**config.mk**
```make
export PLATFORM = sky130hd
export DESIGN_NAME = ltb_osc_ctrl
export DESIGN_NICKNAME = d
export VERILOG_FILES = /design/src/ltb_pkg.sv /design/src/ltb_osc_ctrl.sv
export SDC_FILE = /design/constraint.sdc
export NUM_CORES = 1
export LEC_CHECK = 0
export BUFFER_PORTS_ARGS = -buffer_cell sky130_fd_sc_hd__buf_4
export CAP_MARGIN = 10
export CORE_MARGIN = 1
export CORE_UTILIZATION = 38
export CTS_BUF_LIST = sky130_fd_sc_hd__clkbuf_8
export DETAILED_ROUTE_END_ITERATION = 8
export SLEW_MARGIN = 20
export SYNTH_ARGS = -nofsm -noshare
export SYNTH_HDL_FRONTEND = slang
export SYNTH_SLANG_ARGS = --single-unit
```
**constraint.sdc**
```tcl
create_clock -name mclk -period 2.8 [get_ports mclk]
set_clock_uncertainty 0.1 [all_clocks]
set_input_delay 0.42 -clock mclk [delete_from_list [all_inputs] [get_ports mclk]]
set_output_delay 0.42 -clock mclk [all_outputs]
set_load 0.03 [all_outputs]
```
**src/ltb_pkg.sv**
```systemverilog
// Package for the low-frequency timebase oscillator control block.
// Assumes a 250 MHz mclk and an AXI4-Lite register bus with 32-bit data.
package ltb_pkg;
   // ========================================
   // Register byte addresses
   localparam logic [7:0] OSC_CTRL_ADDR = 8'h00;
   localparam logic [7:0] LOAD_CAP_ADDR = 8'h04;
   localparam logic [7:0] PIN_SHORT_ADDR = 8'h08;
   localparam logic [7:0] STATUS_ADDR = 8'h0c;
   localparam logic [7:0] CLK_SEL_ADDR = 8'h10;
   // ========================================
   // Oscillator control field positions
   localparam int POWER_BIT = 0;
   localparam int CRYSTAL_BIT = 1;
   localparam int GAIN_BIT = 2;
   localparam int BIAS_BIT = 3;
   localparam int MCD_BIT = 4;
   localparam int LOWFREQ_OSC_BIT = 5;
   localparam int AUTOSTEP_BIT = 6;
   // Status field positions
   localparam int VALID_BIT = 0;
   localparam int LOAD_READY_BIT = 1;
   localparam int FAIL_BIT = 2;
   localparam int APPLIED_LSB = 4;
   localparam int LOAD_CAP_W = 4;
   // ========================================
   // Reset values
   localparam logic [6:0] OSC_CTRL_RST = 7'h00;
   localparam logic [3:0] LOAD_CAP_RST = 4'h0;
   localparam logic [3:0] LOAD_CAP_MIN = 4'h0;
   localparam logic [1:0] RESP_OKAY = 2'h0;
   localparam logic [1:0] RESP_SLVERR = 2'h2;
   // ========================================
   // Timing
   localparam int MCLK_MHZ = 250;
   localparam int BLANK_US = 2000;
   localparam int FAIL_US = 100;
   localparam int STEP_US = 1000;
   localparam int BLANK_CYC = BLANK_US * MCLK_MHZ;
   localparam int FAIL_CYC = FAIL_US * MCLK_MHZ;
   localparam int STEP_CYC = STEP_US * MCLK_MHZ;
endpackage : ltb_pkg

```
**src/ltb_osc_ctrl.sv**
```systemverilog
// Control logic for the low-frequency timebase of the real-time clock.
// Assumes analog oscillator and INTERNAL_LOWFREQ_OSC deliver their outputs as asynchronous
// clock-rate inputs; the timer itself sits outside this block.
// ========================================
//
// The AXI4-Lite slave port and the register offsets were left to the implementer.
`timescale 1ns/1ns
module ltb_osc_ctrl #(
   parameter int BLANK_CYCLES = ltb_pkg::BLANK_CYC,
   parameter int FAIL_CYCLES = ltb_pkg::FAIL_CYC,
   parameter int STEP_CYCLES = ltb_pkg::STEP_CYC
) (
   input wire logic mclk,
   input wire logic reset,
   input wire logic clkEn,
   // AXI4-Lite slave
   input wire logic [7:0] s_axi_awaddr,
   input wire logic s_axi_awvalid,
   output logic s_axi_awready,
   input wire logic [31:0] s_axi_wdata,
   input wire logic [3:0] s_axi_wstrb,
   input wire logic s_axi_wvalid,
   output logic s_axi_wready,
   output logic [1:0] s_axi_bresp,
   output logic s_axi_bvalid,
   input wire logic s_axi_bready,
   input wire logic [7:0] s_axi_araddr,
   input wire logic s_axi_arvalid,
   output logic s_axi_arready,
   output logic [31:0] s_axi_rdata,
   output logic [1:0] s_axi_rresp,
   output logic s_axi_rvalid,
   input wire logic s_axi_rready,
   // Analog oscillator side
   input wire logic oscOut,
   input wire logic ampDetect,
   input wire logic lfoOut,
   output logic oscPowerEn,
   output logic crystalModeSelect,
   output logic gainControlEnable,
   output logic biasDoubleEnable,
   output logic pinShortEn,
   output logic [3:0] loadCapApplied,
   output logic lfoEnable,
   // Timebase out
   output logic tbClock,
   output logic tbIncBit1,
   output logic sysClkSelTb,
   output logic pinRouteTb
);
   // ========================================
   // Registers
   logic [6:0] oscCtrl_reg;
   logic [3:0] load_cap_select_reg;
   logic pinShort_reg;
   logic [1:0] clkSel_reg;
   logic [3:0] applied_reg;
   logic validFlag_reg;
   logic failFlag_reg;
   logic [31:0] blankCnt_reg;
   logic [31:0] failCnt_reg;
   logic [31:0] stepCnt_reg;
   logic [1:0] oscSync_reg;
   logic [1:0] ampSync_reg;
   logic [1:0] lfoSync_reg;
   logic oscPrev_reg;
   logic awHeld_reg;
   logic wHeld_reg;
   logic [7:0] awAddr_reg;
   logic [31:0] wData_reg;
   logic [3:0] wStrb_reg;
   logic bValid_reg;
   logic [1:0] bResp_reg;
   logic rValid_reg;
   logic [31:0] rData_reg;
   logic [1:0] rResp_reg;

   // Decodes an address to a mapped register
   function automatic logic isMapped(input logic [7:0] a);
      isMapped = (a == ltb_pkg::OSC_CTRL_ADDR) || (a == ltb_pkg::LOAD_CAP_ADDR) ||
         (a == ltb_pkg::PIN_SHORT_ADDR) || (a == ltb_pkg::STATUS_ADDR) ||
         (a == ltb_pkg::CLK_SEL_ADDR);
   endfunction : isMapped

   // ========================================
   // Write channel: address and data taken in either order
   // Both channels stay refused while a response waits, so one write is in flight
   logic doWrite;
   assign s_axi_awready = !awHeld_reg && !bValid_reg;
   assign s_axi_wready = !wHeld_reg && !bValid_reg;
   assign doWrite = awHeld_reg && wHeld_reg && !bValid_reg;

   always_ff @(posedge mclk) begin
      if (reset) begin
         awHeld_reg <= 1'b0;
         wHeld_reg <= 1'b0;
         awAddr_reg <= 8'h00;
         wData_reg <= 32'h0;
         wStrb_reg <= 4'h0;
         bValid_reg <= 1'b0;
         bResp_reg <= ltb_pkg::RESP_OKAY;
      end else if (clkEn) begin
         if (s_axi_awvalid && s_axi_awready) begin
            awHeld_reg <= 1'b1;
            awAddr_reg <= s_axi_awaddr;
         end
         if (s_axi_wvalid && s_axi_wready) begin
            wHeld_reg <= 1'b1;
            wData_reg <= s_axi_wdata;
            wStrb_reg <= s_axi_wstrb;
         end
         if (doWrite) begin
            awHeld_reg <= 1'b0;
            wHeld_reg <= 1'b0;
            bValid_reg <= 1'b1;
            bResp_reg <= isMapped(awAddr_reg) ? ltb_pkg::RESP_OKAY : ltb_pkg::RESP_SLVERR;
         end else if (bValid_reg && s_axi_bready) begin
            bValid_reg <= 1'b0;
         end
      end
   end
   assign s_axi_bvalid = bValid_reg;
   assign s_axi_bresp = bResp_reg;

   // ========================================
   // Control registers; only byte lane 0 holds fields
   always_ff @(posedge mclk) begin
      if (reset) begin
         oscCtrl_reg <= ltb_pkg::OSC_CTRL_RST;
         load_cap_select_reg <= ltb_pkg::LOAD_CAP_RST;
         pinShort_reg <= 1'b0;
         clkSel_reg <= 2'h0;
      end else if (clkEn && doWrite && wStrb_reg[0]) begin
         unique case (awAddr_reg)
            ltb_pkg::OSC_CTRL_ADDR: oscCtrl_reg <= wData_reg[6:0];
            ltb_pkg::LOAD_CAP_ADDR: load_cap_select_reg <= wData_reg[3:0];
            ltb_pkg::PIN_SHORT_ADDR: pinShort_reg <= wData_reg[0];
            ltb_pkg::CLK_SEL_ADDR: clkSel_reg <= wData_reg[1:0];
            default: ;
         endcase
      end
   end

   // ========================================
   // Read channel
   logic [31:0] statusWord;
   assign statusWord = {24'h0, applied_reg, 1'b0, failFlag_reg,
      (applied_reg == load_cap_select_reg), validFlag_reg};
   assign s_axi_arready = !rValid_reg;

   always_ff @(posedge mclk) begin
      if (reset) begin
         rValid_reg <= 1'b0;
         rData_reg <= 32'h0;
         rResp_reg <= ltb_pkg::RESP_OKAY;
      end else if (clkEn) begin
         if (s_axi_arvalid && s_axi_arready) begin
            rValid_reg <= 1'b1;
            rResp_reg <= isMapped(s_axi_araddr) ? ltb_pkg::RESP_OKAY : ltb_pkg::RESP_SLVERR;
            unique case (s_axi_araddr)
               ltb_pkg::OSC_CTRL_ADDR: rData_reg <= {25'h0, oscCtrl_reg};
               ltb_pkg::LOAD_CAP_ADDR: rData_reg <= {28'h0, load_cap_select_reg};
               ltb_pkg::PIN_SHORT_ADDR: rData_reg <= {31'h0, pinShort_reg};
               ltb_pkg::STATUS_ADDR: rData_reg <= statusWord;
               ltb_pkg::CLK_SEL_ADDR: rData_reg <= {30'h0, clkSel_reg};
               default: rData_reg <= 32'h0;
            endcase
         end else if (rValid_reg && s_axi_rready) begin
            rValid_reg <= 1'b0;
         end
      end
   end
   assign s_axi_rvalid = rValid_reg;
   assign s_axi_rdata = rData_reg;
   assign s_axi_rresp = rResp_reg;

   // ========================================
   // Synchronisers for the asynchronous oscillator signals
   // Only the second stage is read; the first may still be settling
   always_ff @(posedge mclk) begin
      if (reset) begin
         oscSync_reg <= 2'b00;
         ampSync_reg <= 2'b00;
         lfoSync_reg <= 2'b00;
         oscPrev_reg <= 1'b0;
      end else if (clkEn) begin
         oscSync_reg <= {oscSync_reg[0], oscOut};
         ampSync_reg <= {ampSync_reg[0], ampDetect};
         lfoSync_reg <= {lfoSync_reg[0], lfoOut};
         oscPrev_reg <= oscSync_reg[1];
      end
   end

   // ========================================
   // Clock-valid with blanking after crystal power-on
   // Amplitude alone cannot vouch for an external clock; the fail flag does that
   logic crystalOn;
   assign crystalOn = oscCtrl_reg[ltb_pkg::POWER_BIT] && oscCtrl_reg[ltb_pkg::CRYSTAL_BIT];

   always_ff @(posedge mclk) begin
      if (reset) begin
         blankCnt_reg <= 32'h0;
         validFlag_reg <= 1'b0;
      end else if (clkEn) begin
         if (!crystalOn) begin
            blankCnt_reg <= 32'h0;
            validFlag_reg <= 1'b0;
         end else if (blankCnt_reg < 32'(BLANK_CYCLES)) begin
            blankCnt_reg <= blankCnt_reg + 32'h1;
            validFlag_reg <= 1'b0;
         end else begin
            validFlag_reg <= ampSync_reg[1]; // amplitude only, meaningless on an external clock
         end
      end
   end

   // ========================================
   // Missing clock detector; one-shot, flag cleared only when detector is disabled
   logic mcdEn;
   assign mcdEn = oscCtrl_reg[ltb_pkg::MCD_BIT];

   always_ff @(posedge mclk) begin
      if (reset) begin
         failCnt_reg <= 32'h0;
         failFlag_reg <= 1'b0;
      end else if (clkEn) begin
         if (!mcdEn) begin
            failCnt_reg <= 32'h0;
            failFlag_reg <= 1'b0;
         end else if (oscSync_reg[1] != oscPrev_reg) begin
            failCnt_reg <= 32'h0;
         end else if (failCnt_reg < 32'(FAIL_CYCLES)) begin
            failCnt_reg <= failCnt_reg + 32'h1;
         end else begin
            failFlag_reg <= 1'b1;
         end
      end
   end

   // ========================================
   // Load capacitance stepping; slow steps give the crystal a fast startup
   // A lowered program snaps down at once rather than stepping back
   always_ff @(posedge mclk) begin
      if (reset) begin
         applied_reg <= ltb_pkg::LOAD_CAP_MIN;
         stepCnt_reg <= 32'h0;
      end else if (clkEn) begin
         if (!oscCtrl_reg[ltb_pkg::AUTOSTEP_BIT]) begin
            applied_reg <= load_cap_select_reg;
            stepCnt_reg <= 32'h0;
         end else if (!oscCtrl_reg[ltb_pkg::POWER_BIT]) begin
            applied_reg <= ltb_pkg::LOAD_CAP_MIN;
            stepCnt_reg <= 32'h0;
         end else if (applied_reg > load_cap_select_reg) begin
            applied_reg <= load_cap_select_reg;
         end else if (applied_reg != load_cap_select_reg) begin
            if (stepCnt_reg >= 32'(STEP_CYCLES - 1)) begin
               stepCnt_reg <= 32'h0;
               applied_reg <= applied_reg + 4'h1;
            end else begin
               stepCnt_reg <= stepCnt_reg + 32'h1;
            end
         end
      end
   end

   // ========================================
   // Outputs to the analog section and timebase routing
   assign oscPowerEn = oscCtrl_reg[ltb_pkg::POWER_BIT];
   assign crystalModeSelect = oscCtrl_reg[ltb_pkg::CRYSTAL_BIT];
   assign gainControlEnable = oscCtrl_reg[ltb_pkg::GAIN_BIT];
   assign biasDoubleEnable = oscCtrl_reg[ltb_pkg::BIAS_BIT];
   assign lfoEnable = oscCtrl_reg[ltb_pkg::LOWFREQ_OSC_BIT];
   assign pinShortEn = pinShort_reg;
   assign loadCapApplied = applied_reg;
   assign tbClock = lfoEnable ? lfoSync_reg[1] : oscSync_reg[1];
   assign tbIncBit1 = lfoEnable;
   assign sysClkSelTb = clkSel_reg[0];
   assign pinRouteTb = clkSel_reg[1];
endmodule : ltb_osc_ctrl

```
* After elaboration in Yosys (flattened, before gate mapping)
Index checks and enable logic that the tools add are counted.
** Word-level totals
- Word-level logic and storage cells :: 130
- Latch bits :: 0
- Memory bits (writable) :: 0
- Memories kept :: 0
- Bits in registers :: 179
- Memory bits (read-only) :: 0
- Output and inout bits :: 55
** Cells by class
- Magnitude comparators :: 4
- Muxes and demuxes :: 32
- Bitwise gates (word level) :: 0
- Divide/modulo/power cells :: 0
- Equality and inequality tests :: 19
- Multipliers :: 0
- Reductions and logical operators :: 47
- $add $sub $neg :: 4
- Shifts and indexed selects :: 0
** Operators by type and width (count)
- 32-bit two-way mux :: 10
- 32-bit by 1-bit adder with 32-bit output (second input constant) :: 3
- 8-bit one-hot mux with 5 select lines :: 1
- 8-bit by 4-bit equality test with 1-bit output (second input constant) :: 4
- 32-bit by 18-bit >= comparator with 1-bit output (second input constant) :: 1
- 32-bit by 15-bit less-than comparator with 1-bit output (second input constant) :: 1
- 32-bit by 19-bit less-than comparator with 1-bit output (second input constant) :: 1
- 2-bit AND reduction :: 14
- 4-bit two-way mux :: 5
- 8-bit by 3-bit equality test with 1-bit output (second input constant) :: 2
- 8-bit by 5-bit equality test with 1-bit output (second input constant) :: 2
- 8-bit zero test :: 2
- 1-bit two-way mux :: 14
- 1-bit logical AND :: 12
- 3-bit AND reduction :: 3
- 1-bit logical OR :: 8
- 4-bit by 2-bit inequality test with 1-bit output (second input constant) :: 2
- 2-bit nonzero test :: 4
- 4-bit by 1-bit adder with 4-bit output (second input constant) :: 1
- 4-bit equality test :: 1
- 4-bit greater-than comparator :: 1
- 1-bit zero test :: 4
- 2-bit two-way mux :: 2
- 2-bit inequality test (second input constant) :: 2
- 6 further kinds :: 6

* Logic depth before layout (Yosys ltp)
Gate-level depths: netlist of run 1.
- Depth in word-level cells :: 6
- Gate-level depth with buffers :: 10
- Mapped depth without buffers :: 8

* Worst setup path before layout of run 1
No wires, ideal clock.
- Path type :: register to register
- Start point :: register applied_reg[1] (netlist: loadCapApplied[1])
- End point :: register stepCnt_reg[12]
- Cell stages (with the launch flop) :: 10
- Library setup time :: 0.117 ns
- Slack :: 0.310 ns
- Arrival :: 2.273 ns
- Data required time :: 2.583 ns
- Clock period less this slack :: 2.490 ns
- Path buffers :: 2
- Cells stage by stage :: dfxtp_1 -> ha_1 -> nor2b_1 -> o31a_1 -> o41ai_4 -> buf_2 -> buf_2 -> nand4_1 -> xnor2_1 -> nor2_1
** On the way
- Longest elaborated chain between the ends :: 3
- Elaborated cells between the ends (all ways) :: 5
- Those cells by class :: order compare (1); eq/ne (3); reduce/logical (1)
** Ends and longest elaborated chain
- start, declared :: line ltb_osc_ctrl.sv:57 : logic [3:0] applied_reg;
- start signal, assigned :: line ltb_osc_ctrl.sv:245 : applied_reg <= ltb_pkg::LOAD_CAP_MIN;
- start signal, assigned :: line ltb_osc_ctrl.sv:249 : applied_reg <= load_cap_select_reg;
- start signal, assigned :: line ltb_osc_ctrl.sv:252 : applied_reg <= ltb_pkg::LOAD_CAP_MIN;
- 4-bit greater-than comparator / 4-bit inequality test (equally long branches) :: line ltb_osc_ctrl.sv:254, ltb_osc_ctrl.sv:256
- 3-bit inequality test (no line) / 3-bit by 2-bit inequality test with 1-bit output (equally long branches)
- 3-bit AND reduction (no line) *
- end signal, assigned :: line ltb_osc_ctrl.sv:261 : stepCnt_reg <= stepCnt_reg + 32'h1;
- end, declared :: line ltb_osc_ctrl.sv:62 : logic [31:0] stepCnt_reg;
Every way passes the cells marked *; elsewhere a longest branch is shown, timed or not.
A chain may end at the register's enable or synchronous reset.

* Final worst setup path of run 1
- Start point :: register load_cap_select_reg[1]
- End point :: register stepCnt_reg[16]
** On the way
- Longest elaborated chain between the ends :: 3
- Elaborated cells between the ends (all ways) :: 5
- Those cells by class :: order compare (1); eq/ne (3); reduce/logical (1)
** Ends and longest elaborated chain
- start, declared :: line ltb_osc_ctrl.sv:54 : logic [3:0] load_cap_select_reg;
- start signal, assigned :: line ltb_osc_ctrl.sv:130 : load_cap_select_reg <= ltb_pkg::LOAD_CAP_RST;
- start signal, assigned :: line ltb_osc_ctrl.sv:136 : ltb_pkg::LOAD_CAP_ADDR: load_cap_select_reg <= wData_reg[3:0];
- 4-bit greater-than comparator / 4-bit inequality test (equally long branches) :: line ltb_osc_ctrl.sv:254, ltb_osc_ctrl.sv:256
- 3-bit inequality test (no line) / 3-bit by 2-bit inequality test with 1-bit output (equally long branches)
- 3-bit AND reduction (no line) *
Marks and branches as above.

==> results of run 1 <==
cells by family after synthesis:
kind of cell,count (synthesis),synth area share
AO/OA/AOI/OAI,125,0.119
XOR/XNOR,37,0.0468
adder cells (fa/ha/maj),8,0.0145
buffers and inverters,85,0.0631
flip-flops,153,0.442
multiplexers,35,0.0526
other,1,0.000542
AND/OR/NAND/NOR,362,0.261
layout make-up:
class / count / area share
multi-input combinational: 593 / 0.442
sequential: 153 / 0.385
timing repair buffer: 80 / 0.0786
tap: 225 / 0.0354
clock buffer: 18 / 0.0311
clock inverter: 14 / 0.0187
inverter: 19 / 0.00896
power breakdown:
group / switching, uW / internal, uW / total [uW]
combinational: 185 / 95.8 / 281
clock: 946 / 694 / 1640
sequential: 19.4 / 2200 / 2220
total: 1150 / 2990 / 4140
per-layer routing:
metal,routed length (um),up-vias,share of wire
met1,7390,2532,0.51
met5,0,-,0
met3,599,8,0.041
met4,106,0,0.0073
met2,6400,94,0.44
li1,-,2903,-
synth_stat cells, types with 2 or more instances:
cell	n	area share
sky130_fd_sc_hd__and4_1	5	0.0063
sky130_fd_sc_hd__buf_4	28	0.030
sky130_fd_sc_hd__a22oi_1	5	0.0054
sky130_fd_sc_hd__inv_1	19	0.010
sky130_fd_sc_hd__dfxtp_1	153	0.44
sky130_fd_sc_hd__or4_1	3	0.0033
sky130_fd_sc_hd__and3_1	15	0.014
sky130_fd_sc_hd__and3b_1	3	0.0038
sky130_fd_sc_hd__nor3_1	21	0.015
sky130_fd_sc_hd__o2111ai_1	2	0.0025
sky130_fd_sc_hd__a41oi_1	6	0.0076
sky130_fd_sc_hd__buf_1	2	0.0011
sky130_fd_sc_hd__nand3b_1	2	0.0022
sky130_fd_sc_hd__a31oi_1	7	0.0063
sky130_fd_sc_hd__nor3b_1	5	0.0054
sky130_fd_sc_hd__nand4_1	21	0.019
sky130_fd_sc_hd__xor2_1	19	0.024
sky130_fd_sc_hd__o31ai_1	3	0.0033
sky130_fd_sc_hd__clkbuf_1	26	0.014
sky130_fd_sc_hd__nand3_1	30	0.022
sky130_fd_sc_hd__xnor2_1	18	0.023
sky130_fd_sc_hd__a311oi_1	2	0.0025
sky130_fd_sc_hd__buf_2	9	0.0065
sky130_fd_sc_hd__a211oi_1	3	0.0033
sky130_fd_sc_hd__or3_1	10	0.0090
sky130_fd_sc_hd__mux2i_1	33	0.048
sky130_fd_sc_hd__a21oi_1	44	0.032
sky130_fd_sc_hd__a21o_1	3	0.0033
sky130_fd_sc_hd__nor4_1	22	0.020
sky130_fd_sc_hd__nand2_1	56	0.030
sky130_fd_sc_hd__o21a_1	7	0.0076
sky130_fd_sc_hd__o211ai_1	3	0.0033
sky130_fd_sc_hd__o41ai_1	2	0.0025
sky130_fd_sc_hd__nor2_1	127	0.069
sky130_fd_sc_hd__nand2b_1	2	0.0018
sky130_fd_sc_hd__and2_1	29	0.026
sky130_fd_sc_hd__nor2b_1	2	0.0018
sky130_fd_sc_hd__o21ai_0	23	0.017
sky130_fd_sc_hd__ha_1	8	0.014
through the flow:
step	setup slack (ns)	instances	total power [uW]
after global placement	0.363	1070	2550
final	0.326	1102	4140
after detailed placement	0.344	1070	2550
after floorplan	0.310	831	2480
after CTS	0.321	1102	4200
after global routing	0.167	1102	4330
worst paths after layout:
kind                                             from                            to  slack (ns)  cells after the start
setup reg to reg  load_cap_select_reg[1]$_SDFFE_PP0P_  stepCnt_reg[16]$_SDFFE_PP0P_        0.33                      9
hold / removal                        s_axi_awaddr[2]    awAddr_reg[2]$_SDFFE_PP0P_        0.09                      3
setup / recovery  load_cap_select_reg[1]$_SDFFE_PP0P_  stepCnt_reg[16]$_SDFFE_PP0P_        0.33                      9
hold reg to reg             wData_reg[5]$_SDFFE_PP0P_     wData_reg[5]$_SDFFE_PP0P_        0.36                      2
worst max-delay path, cell delays in order, from the launching register on:
cell,delay (ns)
sky130_fd_sc_hd__dfxtp_1,0.39
sky130_fd_sc_hd__inv_1,0.06
sky130_fd_sc_hd__ha_1,0.29
sky130_fd_sc_hd__nor2b_1,0.15
sky130_fd_sc_hd__o31a_1,0.27
sky130_fd_sc_hd__o41ai_4,0.28
sky130_fd_sc_hd__buf_12,0.21
sky130_fd_sc_hd__nand4_1,0.18
sky130_fd_sc_hd__or3_1,0.35
sky130_fd_sc_hd__a21oi_1,0.13
==> summary.md, run 1 <==
| Metric | Value |
|---|---|
| Die width | `137 um` |
| Met3 Usage GRT | `0.0470` |
| Number of antenna violations at the first check in global routing | `0` |
| Post-Route Hold Slack | `0.0919 ns` |
| Total number of yosys warnings | `0` |
| H-tree levels | `4` |
| Worst setup SP type | `register` |
| TritonCTS clock tree | `built` |
| Root buf cell | `sky130_fd_sc_hd__clkbuf_8` |
| Final standard cell utilization of the core | `0.454` |
| All-layer global routing usage | `0.162` |
| WS Path Type | `register to register` |
| Initial cell density of the core | `0.395` |
| Max frequency | `just over 400 MHz` |
| Worst hold-check path type | `input pin to register` |
| Count of state elements after synthesis | `153` |
| Die extent in y | `137 um` |
| Share of synthesized registers carrying an async set or reset | `0` |
| GR Layer Usage met1 | `0.220` |
| Global-route wire length before repair | `roughly 24,000 um` |
| Clock network latency to the later pin of the worst-skew pair | `0.45 ns` |
| Fraction of final layout cells with drive strength greater than 1 | `0.144` |
| Area occupied by multi-input gates | `0.00352 mm2` |
| Post-CTS Repair Setup Buffers | `0` |
| Average vias per placed instance | `5.02` |
| I/O Pins | `~120` |
| Post_cts resized | `0` |
| N_diodes | `0` |
| Critical path peak fanout | `23` |
| Commonest register cell after synthesis | `sky130_fd_sc_hd__dfxtp_1` |
| Most frequent cells in the layout | `sky130_fd_sc_hd__dfxtp_1, sky130_fd_sc_hd__nor2_1, sky130_fd_sc_hd__buf_4, sky130_fd_sc_hd__nand2_1, sky130_fd_sc_hd__a21oi_1` |
| CTS sink cnt | `153` |
| Leading cell type in the layout, fill and taps excluded | `sky130_fd_sc_hd__dfxtp_1` |
| Cts hold-fix bufs | `0` |
| Yosys cell types | `67` |
| Endpoint arrival time on the critical path | `approximately 2.8 ns` |
| RSZ-0062 raised after global routing | `false` |
| CTS clk-pin slew, worst paths | `0.10 ns` |
| Setup Viol. Count Final | `0` |
| Cells after synthesis | `806` |
| Post-route standard cell area excluding fillers | `0.00796 mm2` |
| Post-synth design cell area | `0.00692 mm2` |
| Iter 0 DRT Violations | `252` |
| Number of enable flip-flop cells after synthesis | `0` |
| Outcome | `complete, no violations` |
| Number of global-route vias before repair | `5,057` |
| Filler Cell Count | `approximately 1.8k` |
| Final critical path time including I/O delays and setup | `2.47 ns` |
| First drt pass iteration count | `4` |
| Final WL | `14,500 um` |
| Total CTS buffers | `17` |
| # Max-Cap Violations | `0` |
| Gr busiest metal | `met2` |
| Required @ worst endpoint | `3.09 ns` |
| Worst IR Drop VDD | `0.295 mV` |
| Worst Setup End Kind | `register` |
| Relative slew margins | `0.451` |
| Largest net degree at the start of global routing | `68` |
| Core area | `0.0175 mm2` |
| Final Hold Violating Endpoints | `0` |
| Power density over the cells | `a little over 500 mW/mm2` |
| Static leakage | `0.00297 uW` |
| RD Place Congestion | `0.824` |
| Routed length per instance | `13.2 um` |
| DRC viols | `0` |
| Mean instance size in the synthesized netlist | `about 8.6 um2` |
| Total Negative Setup Slacks | `0 ns` |
| Remaining antenna violation count after routing | `0` |
| Bufs on Longest Clock Path | `2` |
| Buffers on Ports | `63` |
| Area delta synth->final | `15.0%` |
| Count of nets after finishing | `just over 900` |
| Area after detailed placement | `0.00756 mm2` |
| Overall die area | `0.0188 mm2` |
| HPWL Detailed | `10,200 um` |
| Final Slew Violations | `0` |
| Part of the Yosys area used for sequential elements | `0.442` |
| Via count | `around 5.5k` |
| Final clock period utilization by the worst path | `0.884` |
| Global-route track usage on met2 | `0.251` |
| Number of rows created at floorplan | `between 40 and 50` |
| Slew @ Worst Pin | `0.823 ns` |
| Overflow left after global routing | `0` |
| Sequential cell area | `just over 0.003 mm2` |
No activity file was read; power rests on OpenSTA's default activity.
==> run 2, diff against run 1 <==
--- a/config.mk
+++ b/config.mk
@@ -11,6 +11,7 @@
 export CORE_UTILIZATION = 38
 export CTS_BUF_LIST = sky130_fd_sc_hd__clkbuf_8
 export DETAILED_ROUTE_END_ITERATION = 8
+export MAX_ROUTING_LAYER = met4
 export SLEW_MARGIN = 20
 export SYNTH_ARGS = -nofsm -noshare
 export SYNTH_HDL_FRONTEND = slang
==> run 2 against run 1 <==
Net effect:
- largest power group unchanged
- sequential cell count did not move
- sequential power barely moved
- global-route usage rose by 0.52 points
- design area did not move
- critical path type unchanged
- maximum frequency barely moved
- via count rose by 0.85%
- register-to-register slack barely moved
- hold slack got worse by 0.0019 ns
- die area did not move
==> summary.md, run 2 (synthesized netlist as in run 1, its figures left out) <==
| Metric | Value |
|---|---|
| Number of global-route vias before repair | `5,046 (was 5,057)` |
| Overall Power | `4140 uW (about the same)` |
| First drt pass iteration count | `4 (unchanged)` |
| Pre-CTS setup slack | `0.344 ns (unchanged)` |
| Most frequent cells in the layout | `sky130_fd_sc_hd__dfxtp_1, sky130_fd_sc_hd__nor2_1, sky130_fd_sc_hd__buf_4, sky130_fd_sc_hd__nand2_1, sky130_fd_sc_hd__a21oi_1 (unchanged)` |
| Final Hold Violating Endpoints | `0 (unchanged)` |
| Average vias per placed instance | `5.07 (was 5.02)` |
| Final Slew Violations | `0 (unchanged)` |
| Setup Viol. Count Final | `0 (unchanged)` |
| Share of total power consumed by net switching | `0.278 (about the same)` |
| Via count | `5,584 (was 5,537)` |
| Max stage delay cell, worst path | `sky130_fd_sc_hd__dfxtp_1 (unchanged)` |
| Post-CTS Repair Setup Buffers | `0 (unchanged)` |
| Total internal power | `2990 uW (about the same)` |
| Routed length per instance | `13.2 um (about the same)` |
| Relative slew margins | `0.450 (was 0.451)` |
| Gr busiest metal | `met2 (unchanged)` |
| Relative contribution of combinational cells to total power | `0.068 (about the same)` |
| Clock network latency to the later pin of the worst-skew pair | `0.46 ns (was 0.45 ns)` |
| Worst IR Drop VDD | `0.297 mV (was 0.295 mV)` |
| Total CTS buffers | `17 (unchanged)` |
| Post_cts resized | `0 (unchanged)` |
| TritonCTS clock tree | `built (unchanged)` |
| Fraction of final layout cells with drive strength greater than 1 | `0.144 (unchanged)` |
| HPWL Detailed | `10,200 um (unchanged)` |
| Power density over the cells | `520 mW/mm2 (about the same)` |
| Overflow left after global routing | `0 (unchanged)` |
| Area delta synth->final | `15.0% (unchanged)` |
| Critical path peak fanout | `23 (unchanged)` |
| Number of rows created at floorplan | `48 (unchanged)` |
| Final instance count without filler cells | `1,102 (unchanged)` |
| Filler Cell Count | `1,777 (unchanged)` |
| Final critical path time including I/O delays and setup | `2.48 ns (was 2.47 ns)` |
| Clock share of power | `0.396 (about the same)` |
| Global-route wire length before repair | `24,400 um (about the same)` |
| Category of cells accounting for the largest share of critical-path delay | `compound AO/OA/AOI/OAI gates (unchanged)` |
| Remaining antenna violation count after routing | `0 (unchanged)` |
| Iter 0 DRT Violations | `263 (was 252)` |
| Slew @ Worst Pin | `0.825 ns (was 0.823 ns)` |
| WS Path Type | `register to register (unchanged)` |
| Die extent in y | `137 um (unchanged)` |
| Critical-path cell list | `inv_1 -> ha_1 -> nor2b_1 -> o31a_1 -> o41ai_4 -> buf_12 -> nand4_1 -> or3_1 -> a21oi_1 (unchanged)` |
| N_diodes | `0 (unchanged)` |
| Endpoint arrival time on the critical path | `2.77 ns (about the same)` |
| Worst setup SP type | `register (unchanged)` |
| Crit-path max cell delay | `0.39 ns (about the same)` |
| Worst Setup End Kind | `register (unchanged)` |
| DRC viols | `0 (unchanged)` |
| Die width | `137 um (unchanged)` |
| Number of antenna violations at the first check in global routing | `0 (unchanged)` |
| Static leakage | `0.00297 uW (unchanged)` |
| Worst hold-check path type | `input pin to register (unchanged)` |
| Root buf cell | `sky130_fd_sc_hd__clkbuf_8 (unchanged)` |
| Sequential Power Share | `0.536 (about the same)` |
| RD Place Congestion | `0.836 (was 0.824)` |
| Switching power of the nets | `1150 uW (about the same)` |
| CP bufs+invs | `2 (unchanged)` |
| PnR worst setup slack | `0.324 ns (was 0.326 ns)` |
| Bufs on Longest Clock Path | `2 (unchanged)` |
| GR Layer Usage met1 | `0.221 (was 0.220)` |
| RSZ-0062 raised after global routing | `false (unchanged)` |
| I/O Pins | `118 (unchanged)` |
| Count of nets after finishing | `935 (unchanged)` |
| H-tree levels | `4 (unchanged)` |
| Total Negative Setup Slacks | `0 ns (unchanged)` |
| Final clock period utilization by the worst path | `0.884 (about the same)` |
| Buffers on Ports | `63 (unchanged)` |
| CTS clk-pin slew, worst paths | `0.10 ns (about the same)` |
| # Max-Cap Violations | `0 (unchanged)` |
| Required @ worst endpoint | `3.09 ns (about the same)` |
| Largest net degree at the start of global routing | `68 (unchanged)` |
| Final WL | `14,500 um (about the same)` |
| Core area | `0.0175 mm2 (unchanged)` |
| Cts hold-fix bufs | `0 (unchanged)` |
| All-layer global routing usage | `0.167 (was 0.162)` |
| Met3 Usage GRT | `0.0474 (was 0.0470)` |
| CTS sink cnt | `153 (unchanged)` |
| Max frequency | `404 MHz (about the same)` |
| Global-route track usage on met2 | `0.251 (about the same)` |
| Overall die area | `0.0188 mm2 (unchanged)` |
| Outcome | `complete, no violations (unchanged)` |
| Initial cell density of the core | `0.395 (unchanged)` |
| Post-Place Cells | `1,070 (unchanged)` |
| Leading cell type in the layout, fill and taps excluded | `sky130_fd_sc_hd__dfxtp_1 (unchanged)` |
## run 2: cell counts in the layout (fill, tap and decap cells not counted)
Identical to the previous run, type by type.
## run 2: metrics by stage
step                hold slack (ns)   util  area [um2]
finish                       0.0900  0.454        7960
global placement              0.343  0.431        7560
global route                 0.0615  0.454        7960
detailed placement            0.345  0.431        7560
CTS                          0.0599  0.454        7960
floorplan                     0.331      -        7020
## run 2: tightest hold or removal path, delay by kind of cell
| kind | cells | cell delay (ns) |
|---|---|---|
| buf+inv | 1 | 0.07 |
| simple gates | 1 | 0.07 |
| mux | 1 | 0.05 |
## run 2: area by class of cell
type	count	area [um2]	area share
clock buffers	18	248	0.0311
well taps	225	282	0.0354
flip-flops and latches	153	3060	0.385
clock inverters	14	149	0.0187
multi-input cells	593	3520	0.442
inverters	19	71.3	0.00896
repair buffers	80	626	0.0786
## run 2: power groups by stage
stage	clock, uW	sequential (uW)	combinational [uW]
3_3_place_gp	0	2270	279
2_1_floorplan	0	2270	210
4_1_cts	1700	2220	281
5_1_grt	1800	2220	306
3_5_place_dp	0	2270	281
6_report	1640	2220	280
## run 2: final timing paths
path | to | slack [ns] | cells past startpoint | startpoint
max | stepCnt_reg[16]$_SDFFE_PP0P_ | 0.32 | 9 | load_cap_select_reg[1]$_SDFFE_PP0P_
max reg2reg | stepCnt_reg[16]$_SDFFE_PP0P_ | 0.32 | 9 | load_cap_select_reg[1]$_SDFFE_PP0P_
min reg2reg | wData_reg[5]$_SDFFE_PP0P_ | 0.36 | 2 | wData_reg[5]$_SDFFE_PP0P_
min | awAddr_reg[2]$_SDFFE_PP0P_ | 0.09 | 3 | s_axi_awaddr[2]
## run 2: routing by layer
metal  wire length, um  vias to the layer above
li1                  -                     2901
met1              7330                     2568
met2              6450                      105
met3               600                       10
met4               125                        0
met5                 0                        -
==> run 3, diff against run 2 <==
--- a/config.mk
+++ b/config.mk
@@ -6,13 +6,13 @@
 export NUM_CORES = 1
 export LEC_CHECK = 0
 export BUFFER_PORTS_ARGS = -buffer_cell sky130_fd_sc_hd__buf_4
-export CAP_MARGIN = 10
+export CAP_MARGIN = 5
 export CORE_MARGIN = 1
-export CORE_UTILIZATION = 38
+export CORE_UTILIZATION = 45
 export CTS_BUF_LIST = sky130_fd_sc_hd__clkbuf_8
 export DETAILED_ROUTE_END_ITERATION = 8
 export MAX_ROUTING_LAYER = met4
-export SLEW_MARGIN = 20
+export PLACE_DENSITY = 0.66
 export SYNTH_ARGS = -nofsm -noshare
 export SYNTH_HDL_FRONTEND = slang
 export SYNTH_SLANG_ARGS = --single-unit
==> run 3 against run 2 <==
Net effect:
- non-clock buffer count decreased by 3
- sequential share of layout area up 0.49 points
- worst setup slack worse by 0.075 ns
- sequential power hardly changed
- sequential cell count unchanged
- register-to-register slack worse by 0.08 ns
- combinational power fell by 3%
- wire length is 3.4% lower
- design area decreased by 1.3%
- via count barely moved
- maximum frequency fell by 3.0%
- critical path type unchanged
- largest cell class unchanged
==> summary.md, run 3 (synthesized netlist as in run 1, its figures left out) <==
| Metric | Value |
|---|---|
| RD Place Congestion | `0.861 (was 0.836)` |
| Post_cts resized | `0 (unchanged)` |
| Routed length per instance | `13.2 um (about the same)` |
| Leading cell type in the layout, fill and taps excluded | `sky130_fd_sc_hd__dfxtp_1 (unchanged)` |
| Final clock period utilization by the worst path | `0.911 (was 0.884)` |
| Initial cell density of the core | `0.469 (was 0.395)` |
| H-tree levels | `4 (unchanged)` |
| Crit-path max cell delay | `0.46 ns (was 0.39 ns)` |
| Area delta synth->final | `13.5% (was 15.0%)` |
| Worst setup SP type | `register (unchanged)` |
| Static leakage | `0.00294 uW (was 0.00297 uW)` |
| # Max-Cap Violations | `0 (unchanged)` |
| Core area | `0.0148 mm2 (was 0.0175 mm2)` |
| Overflow left after global routing | `0 (unchanged)` |
| DRC viols | `0 (unchanged)` |
| Pre-CTS setup slack | `0.283 ns (was 0.344 ns)` |
| Root buf cell | `sky130_fd_sc_hd__clkbuf_8 (unchanged)` |
| CP bufs+invs | `3 (was 2)` |
| Total CTS buffers | `17 (unchanged)` |
| Buffers on Ports | `63 (unchanged)` |
| CTS sink cnt | `153 (unchanged)` |
| Slew @ Worst Pin | `1.08 ns (was 0.825 ns)` |
| Die width | `126 um (was 137 um)` |
| Final Hold Violating Endpoints | `0 (unchanged)` |
| Max stage delay cell, worst path | `sky130_fd_sc_hd__dfxtp_1 (unchanged)` |
| Final Slew Violations | `0 (unchanged)` |
| Clock network latency to the later pin of the worst-skew pair | `0.47 ns (was 0.46 ns)` |
| RSZ-0062 raised after global routing | `false (unchanged)` |
| CTS clk-pin slew, worst paths | `0.09 ns (was 0.10 ns)` |
| Via count | `5,588 (was 5,584)` |
| Number of global-route vias before repair | `5,055 (was 5,046)` |
| Iter 0 DRT Violations | `305 (was 263)` |
| I/O Pins | `118 (unchanged)` |
| Total Negative Setup Slacks | `0 ns (unchanged)` |
| Largest net degree at the start of global routing | `48 (was 68)` |
| Endpoint arrival time on the critical path | `2.86 ns (was 2.77 ns)` |
| Most frequent cells in the layout | `sky130_fd_sc_hd__dfxtp_1, sky130_fd_sc_hd__nor2_1, sky130_fd_sc_hd__buf_4, sky130_fd_sc_hd__nand2_1, sky130_fd_sc_hd__a21oi_1 (unchanged)` |
| Die extent in y | `126 um (was 137 um)` |
| Filler Cell Count | `1,382 (was 1,777)` |
| Relative slew margins | `0.282 (was 0.450)` |
| Final WL | `14,000 um (was 14,500 um)` |
| Remaining antenna violation count after routing | `0 (unchanged)` |
| Global-route wire length before repair | `24,100 um (was 24,400 um)` |
| Fraction of final layout cells with drive strength greater than 1 | `0.140 (was 0.144)` |
| WS Path Type | `register to register (unchanged)` |
| HPWL Detailed | `9680 um (was 10,200 um)` |
| Bufs on Longest Clock Path | `2 (unchanged)` |
| Power density over the cells | `532 mW/mm2 (was 520 mW/mm2)` |
| Area occupied by multi-input gates | `0.00352 mm2 (about the same)` |
| Worst Setup End Kind | `register (unchanged)` |
| Number of antenna violations at the first check in global routing | `0 (unchanged)` |
| All-layer global routing usage | `0.192 (was 0.167)` |
| Setup Viol. Count Final | `0 (unchanged)` |
| Overall die area | `0.0159 mm2 (was 0.0188 mm2)` |
| Post-CTS Repair Setup Buffers | `0 (unchanged)` |
| Count of nets after finishing | `932 (was 935)` |
| Outcome | `complete, no violations (unchanged)` |
| Number of rows created at floorplan | `44 (was 48)` |
| Area after detailed placement | `0.00746 mm2 (was 0.00756 mm2)` |
| Critical path peak fanout | `23 (unchanged)` |
| Sequential cell area | `0.00306 mm2 (unchanged)` |
| Average vias per placed instance | `5.28 (was 5.07)` |
| Final critical path time including I/O delays and setup | `2.55 ns (was 2.48 ns)` |
| Worst IR Drop VDD | `0.313 mV (was 0.297 mV)` |
| N_diodes | `0 (unchanged)` |
| Required @ worst endpoint | `3.11 ns (was 3.09 ns)` |
| TritonCTS clock tree | `built (unchanged)` |
| First drt pass iteration count | `7 (was 4)` |
| Post-route standard cell area excluding fillers | `0.00786 mm2 (was 0.00796 mm2)` |
| Max frequency | `392 MHz (was 404 MHz)` |
| Critical-path cell list | `inv_1 -> ha_1 -> nand4_1 -> inv_1 -> o41ai_4 -> buf_4 -> nand4_1 -> or3_1 -> a21oi_1 (was inv_1 -> ha_1 -> nor2b_1 -> o31a_1 -> o41ai_4 -> buf_12 -> nand4_1 -> or3_1 -> a21oi_1)` |
| Worst hold-check path type | `input pin to register (unchanged)` |
| Cts hold-fix bufs | `0 (unchanged)` |
| PnR worst setup slack | `0.248 ns (was 0.324 ns)` |
| Category of cells accounting for the largest share of critical-path delay | `simple AND/OR/NAND/NOR gates (was compound AO/OA/AOI/OAI gates)` |
==> run 3: layout make-up <==
cell class | count | share of cell area
clock buffers | 18 | 0.0315
clock inverters | 14 | 0.0193
inverters | 19 | 0.00907
multi-input cells | 593 | 0.448
flip-flops and latches | 153 | 0.390
well taps | 184 | 0.0293
repair buffers | 77 | 0.0735
==> run 3: worst register-to-register path: stages (launching register included) <==
cell,delay (ns)
sky130_fd_sc_hd__dfxtp_1,0.46
sky130_fd_sc_hd__inv_1,0.08
sky130_fd_sc_hd__ha_1,0.29
sky130_fd_sc_hd__nand4_1,0.16
sky130_fd_sc_hd__inv_1,0.12
sky130_fd_sc_hd__o41ai_4,0.28
sky130_fd_sc_hd__buf_4,0.31
sky130_fd_sc_hd__nand4_1,0.23
sky130_fd_sc_hd__or3_1,0.35
sky130_fd_sc_hd__a21oi_1,0.14
==> run 3: metal layers <==
metal  up-vias  GRT usage  part of all wire
li1       2897          -                 -
met1      2560      0.250              0.51
met2       119      0.283              0.44
met3        12     0.0561             0.046
met4         0     0.0631             0.010
met5         -          -                 0
==> run 3: worst paths after layout <==
path	startpoint	to	slack (ns)	cells past startpoint
setup / recovery	loadCapApplied[0]$_SDFFE_PP0P_	stepCnt_reg[16]$_SDFFE_PP0P_	0.25	9
hold / removal	s_axi_awaddr[2]	awAddr_reg[2]$_SDFFE_PP0P_	0.08	3
setup reg to reg	loadCapApplied[0]$_SDFFE_PP0P_	stepCnt_reg[16]$_SDFFE_PP0P_	0.25	9
hold reg to reg	wData_reg[4]$_SDFFE_PP0P_	wData_reg[4]$_SDFFE_PP0P_	0.36	2
==> run 3: metrics by stage <==
step           utilization  hold slack, ns  power, uW  std cells
6_report             0.533          0.0783       4180       1058
5_1_grt              0.533          0.0616       4370       1058
4_1_cts              0.533          0.0530       4230       1058
3_5_place_dp         0.506           0.345       2540       1026
3_3_place_gp         0.506           0.343       2540       1026
2_1_floorplan            -           0.331       2480        831
==> run 3: where the power goes <==
group          internal [uW]  total (uW)  switching, uW
clock network            765        1690            925
registers               2200        2220           21.9
logic                   92.3         272            180
